[config.mk]
export PLATFORM = sky130hd
export DESIGN_NAME = status_groups
export DESIGN_NICKNAME = d
export VERILOG_FILES = /design/src/logic/status_groups_pkg.sv /design/src/logic/status_groups.sv
export SDC_FILE = /design/constraint.sdc
export NUM_CORES = 1
export LEC_CHECK = 0
export ABC_AREA = 1
export BUFFER_PORTS_ARGS = -buffer_cell sky130_fd_sc_hd__buf_2
export CELL_PAD_IN_SITES_DETAIL_PLACEMENT = 1
export CELL_PAD_IN_SITES_GLOBAL_PLACEMENT = 1
export CORE_MARGIN = 2
export CORE_UTILIZATION = 45
export CTS_CLUSTER_SIZE = 10
export DETAILED_ROUTE_END_ITERATION = 10
export PLACE_DENSITY_LB_ADDON = 0.1
export SKIP_LAST_GASP = 1
export SLEW_MARGIN = 20
export SYNTH_ARGS = -nofsm -noshare
export SYNTH_HDL_FRONTEND = slang
export SYNTH_SLANG_ARGS = --single-unit
[constraint.sdc]
create_clock -name core_clk -period 8.7 [get_ports core_clk]
set_clock_uncertainty 0.05 [all_clocks]
set_input_delay 0.87 -clock core_clk [delete_from_list [all_inputs] [get_ports core_clk]]
set_output_delay 0.87 -clock core_clk [all_outputs]
set_load 0.01 [all_outputs]
[src/logic/status_groups_pkg.sv]
// Package: register selectors, bit positions, reset values and port structs for the status groups.
`default_nettype none
package status_groups_pkg;
   // Register selectors on the command port.
   localparam logic [2:0] SEL_CONDITION = 3'h0;
   localparam logic [2:0] SEL_RISE_FILTER = 3'h1;
   localparam logic [2:0] SEL_FALL_FILTER = 3'h2;
   localparam logic [2:0] SEL_EVENT = 3'h3;
   localparam logic [2:0] SEL_EVENT_ENABLE = 3'h4;
   // Operation bit positions.
   localparam int BIT_CALIBRATING = 0;
   localparam int BIT_MEASURING = 4;
   localparam int BIT_STATISTICS = 8;
   localparam int BIT_INTERNAL_REF = 9;
   localparam int BIT_IN_LIMIT = 10;
   // Implemented operation bits; all others, bit 15 included, read zero.
   localparam logic [15:0] OPER_USED_MASK = 16'h0711;
   localparam logic [15:0] OPER_COND_MASK = 16'h0311;
   // Questionable group bits are not assigned here; only bit 15 is held at zero.
   localparam logic [15:0] QUES_USED_MASK = 16'h7fff;
   // Values loaded at power-on and on preset; the event value is loaded at power-on only.
   localparam logic [15:0] RISE_FILTER_RESET = 16'hffff;
   localparam logic [15:0] FALL_FILTER_RESET = 16'h0000;
   localparam logic [15:0] ENABLE_RESET = 16'h0000;
   localparam logic [15:0] EVENT_RESET = 16'h0000;
   // Status byte bit positions for the two summaries.
   localparam int STB_QUES_BIT = 3;
   localparam int STB_OPER_BIT = 7;

   // One register command from the host side.
   typedef struct packed {
      logic valid;
      logic write;
      logic group_ques;
      logic [2:0] sel;
      logic [15:0] wdata;
   } status_cmd_t;

   // Live instrument state feeding the operation condition register and the in-limit event bit.
   typedef struct packed {
      logic calibrating;
      logic measure_active;
      logic ext_ref_selected;
      logic ext_ref_bad;
      logic stats_block_busy;
      logic internal_ref_in_use;
      logic limit_pass_pulse;
   } oper_state_t;
endpackage : status_groups_pkg
`default_nettype wire
[src/logic/status_groups.sv]
// Top: operation and questionable status register groups with summaries.
//
// Overview of operation
// - Two groups, each with condition, rise, fall, event and enable registers.
// - Condition registers follow live state with no latching.
// - Reading a condition register does not change it.
// - Rise filter alone: event set only on condition zero to one.
// - Fall filter alone: event set only on condition one to zero.
// - Both filters set: event set on any condition change.
// - Neither filter set: condition changes never set the event.
// - Clear-status and queries leave transition filters unchanged.
// - Preset and power-on load default values into the transition filters.
// - Event bits stay set until read or cleared.
// - Event query returns then clears; clear-status clears both event registers.
// - Group summary is true when any enabled event bit is set.
// - Preset and power-on clear both event enable registers.
// - Operation bit 0 is one while calibrating.
// - Operation bit 4 is one while a measurement runs.
// - Measuring stays zero when selected external reference is bad.
// - Operation bit 8 is high across a statistics block.
// - Operation bit 9 is one while internal reference is in use.
// - Bit 9 follows both commanded and automatic reference changes.
// - Operation event bit 10 sets on each passing limit test.
// - Filters do not affect the in-limit event bit.
// - Operation bit 15 always reads zero.
// - Operation summary drives status byte bit 7.
// - Questionable summary drives status byte bit 3.
`timescale 1ns/100ps
`default_nettype none
module status_groups (
   // Clock and reset.
   input wire logic core_clk,
   input wire logic arst_n,
   // Host command port and housekeeping commands.
   input wire status_groups_pkg::status_cmd_t cmd,
   input wire logic clear_status,
   input wire logic status_preset,
   // Monitored instrument state.
   input wire status_groups_pkg::oper_state_t oper_state,
   input wire logic [15:0] ques_condition_in,
   input wire logic [15:0] ques_event_pulse,
   // Answers and summaries.
   output logic [15:0] rdata,
   output logic rvalid,
   output logic [7:0] status_byte_bits
);
   import status_groups_pkg::*;

   ////////////////////////////////////////////////////////////////////////////
   // Reset release through two flip-flops.
   logic rst_meta_r;
   logic rst_n_r;
   always_ff @(posedge core_clk or negedge arst_n) begin
      if (!arst_n) begin
         rst_meta_r <= 1'b0;
         rst_n_r <= 1'b0;
      end else begin
         rst_meta_r <= 1'b1;
         rst_n_r <= rst_meta_r;
      end
   end

   ////////////////////////////////////////////////////////////////////////////
   // Condition registers: combinational views of live state, never latched.
   logic [15:0] cond [2];
   logic [15:0] prev_cond_r [2];
   logic [15:0] rise_r [2];
   logic [15:0] fall_r [2];
   logic [15:0] event_r [2];
   logic [15:0] enable_r [2];
   logic [15:0] used_mask [2];
   logic [15:0] direct_set [2];
   logic measuring;

   // A bad external reference that was explicitly chosen hides measuring.
   assign measuring = oper_state.measure_active
                      & ~(oper_state.ext_ref_selected & oper_state.ext_ref_bad);

   always_comb begin
      cond[0] = 16'h0000;
      cond[0][BIT_CALIBRATING] = oper_state.calibrating;
      cond[0][BIT_MEASURING] = measuring;
      cond[0][BIT_STATISTICS] = oper_state.stats_block_busy;
      // The reference monitor already reflects commanded and automatic switches.
      cond[0][BIT_INTERNAL_REF] = oper_state.internal_ref_in_use;
      cond[1] = ques_condition_in & QUES_USED_MASK;
      used_mask[0] = OPER_USED_MASK;
      used_mask[1] = QUES_USED_MASK;
      direct_set[0] = 16'h0000;
      // The in-limit bit bypasses the filters and goes straight to the event.
      direct_set[0][BIT_IN_LIMIT] = oper_state.limit_pass_pulse;
      direct_set[1] = ques_event_pulse & QUES_USED_MASK;
   end

   ////////////////////////////////////////////////////////////////////////////
   // Per-group register decode.
   logic preset_any;
   assign preset_any = status_preset;

   for (genvar g = 0; g < 2; g++) begin : grp
      // Reset branches need a true constant, not the combinational mask array.
      localparam logic [15:0] GRP_USED_MASK = (g == 0) ? OPER_USED_MASK : QUES_USED_MASK;
      logic sel_grp;
      logic wr_rise;
      logic wr_fall;
      logic wr_en;
      logic rd_event;
      logic [15:0] trans_set;
      logic [15:0] cond_mask;

      assign sel_grp = cmd.valid && (cmd.group_ques == (g == 1));
      assign wr_rise = sel_grp && cmd.write && cmd.sel == SEL_RISE_FILTER;
      assign wr_fall = sel_grp && cmd.write && cmd.sel == SEL_FALL_FILTER;
      assign wr_en = sel_grp && cmd.write && cmd.sel == SEL_EVENT_ENABLE;
      assign rd_event = sel_grp && !cmd.write && cmd.sel == SEL_EVENT;
      assign cond_mask = (g == 0) ? OPER_COND_MASK : QUES_USED_MASK;

      // Edge detection gated by the filter pair covers all four filter cases.
      assign trans_set = cond_mask & ((rise_r[g] & cond[g] & ~prev_cond_r[g])
                                    | (fall_r[g] & ~cond[g] & prev_cond_r[g]));

      // Previous condition for edge detection.
      always_ff @(posedge core_clk or negedge rst_n_r) begin
         if (!rst_n_r) begin
            prev_cond_r[g] <= 16'h0000;
         end else begin
            prev_cond_r[g] <= cond[g];
         end
      end

      // Filters: only reset, preset or a direct write changes them, never a query or clear.
      always_ff @(posedge core_clk or negedge rst_n_r) begin
         if (!rst_n_r) begin
            rise_r[g] <= RISE_FILTER_RESET & GRP_USED_MASK;
            fall_r[g] <= FALL_FILTER_RESET;
         end else if (preset_any) begin
            rise_r[g] <= RISE_FILTER_RESET & used_mask[g];
            fall_r[g] <= FALL_FILTER_RESET;
         end else begin
            if (wr_rise) begin
               rise_r[g] <= cmd.wdata & used_mask[g];
            end
            if (wr_fall) begin
               fall_r[g] <= cmd.wdata & used_mask[g];
            end
         end
      end

      // Enable register.
      always_ff @(posedge core_clk or negedge rst_n_r) begin
         if (!rst_n_r) begin
            enable_r[g] <= ENABLE_RESET;
         end else if (preset_any) begin
            enable_r[g] <= ENABLE_RESET;
         end else if (wr_en) begin
            enable_r[g] <= cmd.wdata & used_mask[g];
         end
      end

      // Sticky events; a new event in the clearing cycle survives the clear.
      always_ff @(posedge core_clk or negedge rst_n_r) begin
         if (!rst_n_r) begin
            event_r[g] <= EVENT_RESET;
         end else if (rd_event || clear_status) begin
            event_r[g] <= (trans_set | direct_set[g]) & used_mask[g];
         end else begin
            event_r[g] <= (event_r[g] | trans_set | direct_set[g]) & used_mask[g];
         end
      end
   end

   ////////////////////////////////////////////////////////////////////////////
   // Read path: one cycle after the command, registered answer.
   logic [15:0] rdata_nxt;
   logic gi;
   assign gi = cmd.group_ques;

   always_comb begin
      unique case (cmd.sel)
         SEL_CONDITION: rdata_nxt = cond[gi];
         SEL_RISE_FILTER: rdata_nxt = rise_r[gi];
         SEL_FALL_FILTER: rdata_nxt = fall_r[gi];
         SEL_EVENT: rdata_nxt = event_r[gi];
         SEL_EVENT_ENABLE: rdata_nxt = enable_r[gi];
         default: rdata_nxt = 16'h0000;
      endcase
   end

   always_ff @(posedge core_clk or negedge rst_n_r) begin
      if (!rst_n_r) begin
         rdata <= 16'h0000;
         rvalid <= 1'b0;
      end else begin
         rvalid <= cmd.valid && !cmd.write;
         if (cmd.valid && !cmd.write) begin
            rdata <= rdata_nxt & used_mask[gi];
         end
      end
   end

   ////////////////////////////////////////////////////////////////////////////
   // Summary bits into the status byte, registered from the present event and enable registers.
   always_ff @(posedge core_clk or negedge rst_n_r) begin
      if (!rst_n_r) begin
         status_byte_bits <= 8'h00;
      end else begin
         status_byte_bits <= 8'h00;
         status_byte_bits[STB_OPER_BIT] <= |(event_r[0] & enable_r[0]);
         status_byte_bits[STB_QUES_BIT] <= |(event_r[1] & enable_r[1]);
      end
   end
endmodule : status_groups
`default_nettype wire

==> flow_summary.yaml <==
setup_path:
  arrival_ns: 3.56
  reg2reg_depth: 1
  crit_chain: "buf_2, buf_4, inv_2, nor2_2, a21oi_2, inv_1, nand2_1, o21ai_1"
  critPathCapture: "enable_r[13]"
  path_max_fanout: 70
  crit_path_end_kind: "flip-flop"
  startpoint: "cmd[19]"
  critPathMaxStageDelay_ns: 0.83
  r2r_slack_ns: 6.93
  critPathKind: "in -> reg"
  crit_required_ns: 8.95
  critPathSlowestCell: "a21oi_2"
  r2r_end: "fall_r[0]"
  cp-start-kind: "input pin"
  regToRegStartpoint: "rst_n_r"
sta:
  hold_slack_ns: 0.170
  max_clock_freq_mhz: 301
  slew-limit-headroom_pct: 28.2
  tns_ns: 0
  finalHoldViolCount: 0
  drv_slew: 0
  rsz0062_at_grt: "no"
  period_needed_ns: 3.32
  worst_pin_slew_ns: 1.07
  post-route-period-util_pct: 38.1
  setup_violations: 0
detailed_routing:
  antenna_left: 0
  dr.pass1.iters: 5
  drtIter0Drc: 380
  num_vias: 5549
  wirelength_mm: 18.9
  wl_per_cell_um: 18.3
  vias_per_cell: 5.38
  drc: 0
floorplan:
  dieArea_um2: 14000
  chipHeight_um: 118
  ios: 90
  rows: 41
  die_x_um: 118
  start_util_pct: 46.5
  fp.coreArea_um2: 12700
clock_tree:
  cts_buffers: 17
  clock_path_buffers: 2
  cts.sinks: 119
  root_buffer: "clkbuf_16"
  cts_tree: "built"
  postCtsHoldBufs: 0
  postCtsSetupBuffers: 0
  htree_levels: 4
  clk_pin_slew_ns: 0.05
  cts_resized: 0
  clk_latency_ns: 0.42
yosys:
  ys_warn_count: 0
  synth_edf_count: 0
  ys_seq_area_share_pct: 51.0
  ys_types: 30
  synthCells: 772
  ys_ff_latch: 119
  async_flop_share_pct: 100
  synth_flop_cell: "dfrtp_1"
  syn_area_um2: 5890
  avgSynthCellArea_um2: 7.63
outcome:
  status: "complete, no violations"
layout:
  drive_gt1_share_pct: 17.7
  n_antenna_cell: 0
  syn2layout_area_growth_pct: 18.8
  nets: 912
placed_design:
  gp_congestion: 0.806
  portBuffers: 79
  hpwl_mm: 12.5
run:
  max_cap_violations: 0
global_routing:
  grt_antenna_before_repair: 0
  grt_max_degree: 76
  grt_pass1_wl_mm: 30.9
  grt_pass1_vias: 5892
  grt_usage_pct: 28.4
  overflow: 0
power_and_ir_drop:
  p_leak_nw: 3.61
  ir_drop_v: 0.000119
  p_per_area_nw_per_um2: 223
worst_hold_path:
  hold_path.class: "in -> async"
-- where the power goes --
| group | internal [mW] | switching, mW | leakage, nW |
|---|---|---|---|
| sequential | 0.605 | 0.0361 | 1.43 |
| clock | 0.492 | 0.250 | 0.301 |
| combinational | 0.0578 | 0.119 | 1.88 |
| total | 1.15 | 0.405 | 3.61 |
-- stage by stage --
step	cells	cell area, µm²	total power, mW	setup WS, ns	util, %
finish	1032	7000	1.56	5.38	55.2
global route	1032	7000	1.62	5.22	55.2
CTS	1032	7000	1.57	5.44	55.2
detailed placement	1000	6380	0.825	5.01	50.4
global placement	1000	6380	0.814	5.16	50.4
floorplan	778	5910	0.749	5.12	-
-- critical path: cells and delay by family --
kind	cells	cell delay (ns)
buffers and inverters	4	1.39
AOI/OAI and AO/OA	2	0.90
and+or+nand+nor	2	0.34
-- cell families (layout without fill, tap and decap cells) --
group                  after synthesis  in the layout  synth area share, %
AOI/OAI and AO/OA                  111            111                 11.3
and+or+nand+nor                    431            431                 29.7
other                                2              8                0.128
DFF                                119            119                 51.0
buffers and inverters              109            191                 7.86
-- placed cells by master (no fill, tap or decap), types with 8 or more instances in the layout --
master     Yosys  final
nand4_1       13     13
o211ai_1      23     23
a31oi_1       10     10
o21ai_0       40     40
nand3_1       31     31
inv_1         70     70
o21ai_1        9      9
nor2_1        55     55
clkbuf_16      0     17
dfstp_2       20     20
buf_2         10     79
a21oi_1       20     20
nand2_1      314    314
dfrtp_1       99     98
conb_1         2      8
-- worst min-delay path by stage --
| stage | start | endpoint | slack [ns] | depth (start not counted) |
|---|---|---|---|---|
| finish | arst_n | rst_meta_r | 0.17 | 1 |
| global route | arst_n | rst_meta_r | 0.17 | 1 |
| CTS | arst_n | rst_n_r | 0.16 | 1 |
| detailed placement | rst_meta_r | rst_n_r | 0.29 | 0 |
| global placement | rst_n_r | rvalid | 0.29 | 0 |
| floorplan | rst_meta_r | rst_n_r | 0.28 | 0 |
-- synth_stat cells, types with 11 or more instances --
cell type | count | area [µm²]
a21oi_1 | 20 | 100
dfrtp_1 | 99 | 2480
o211ai_1 | 23 | 173
dfstp_2 | 20 | 526
nor2_1 | 55 | 206
nand4_1 | 13 | 81.3
nand3_1 | 31 | 155
buf_4 | 11 | 82.6
o21ai_0 | 40 | 200
clkbuf_1 | 13 | 48.8
nand2_1 | 314 | 1180
inv_1 | 70 | 263
-- sequential cells by signal, indices dropped and copies added (netlist names) --
signal and flops:
prev_cond_r 19, rvalid 1, rst_n_r 1, event_r 20, fall_r 20, rst_meta_r 1
rise_r 20, rdata 15, status_byte_bits 2, enable_r 20
-- per-layer routing --
layer	GRT usage (%)	routed length (µm)
met4	10.0	422
met2	47.7	9320
met1	36.9	8320
met3	5.36	792
met5	0	0
-- final cells by class --
cell class	count	area, µm²
Fill cell	1614	5680
Sequential cell	119	3010
Clock inverter	9	148
Clock buffer	23	468
Inverter	75	282
Tap cell	172	215
Timing Repair Buffer	84	433
Multi-Input combinational cell	550	2440
Power figures use the tool's default switching activity.
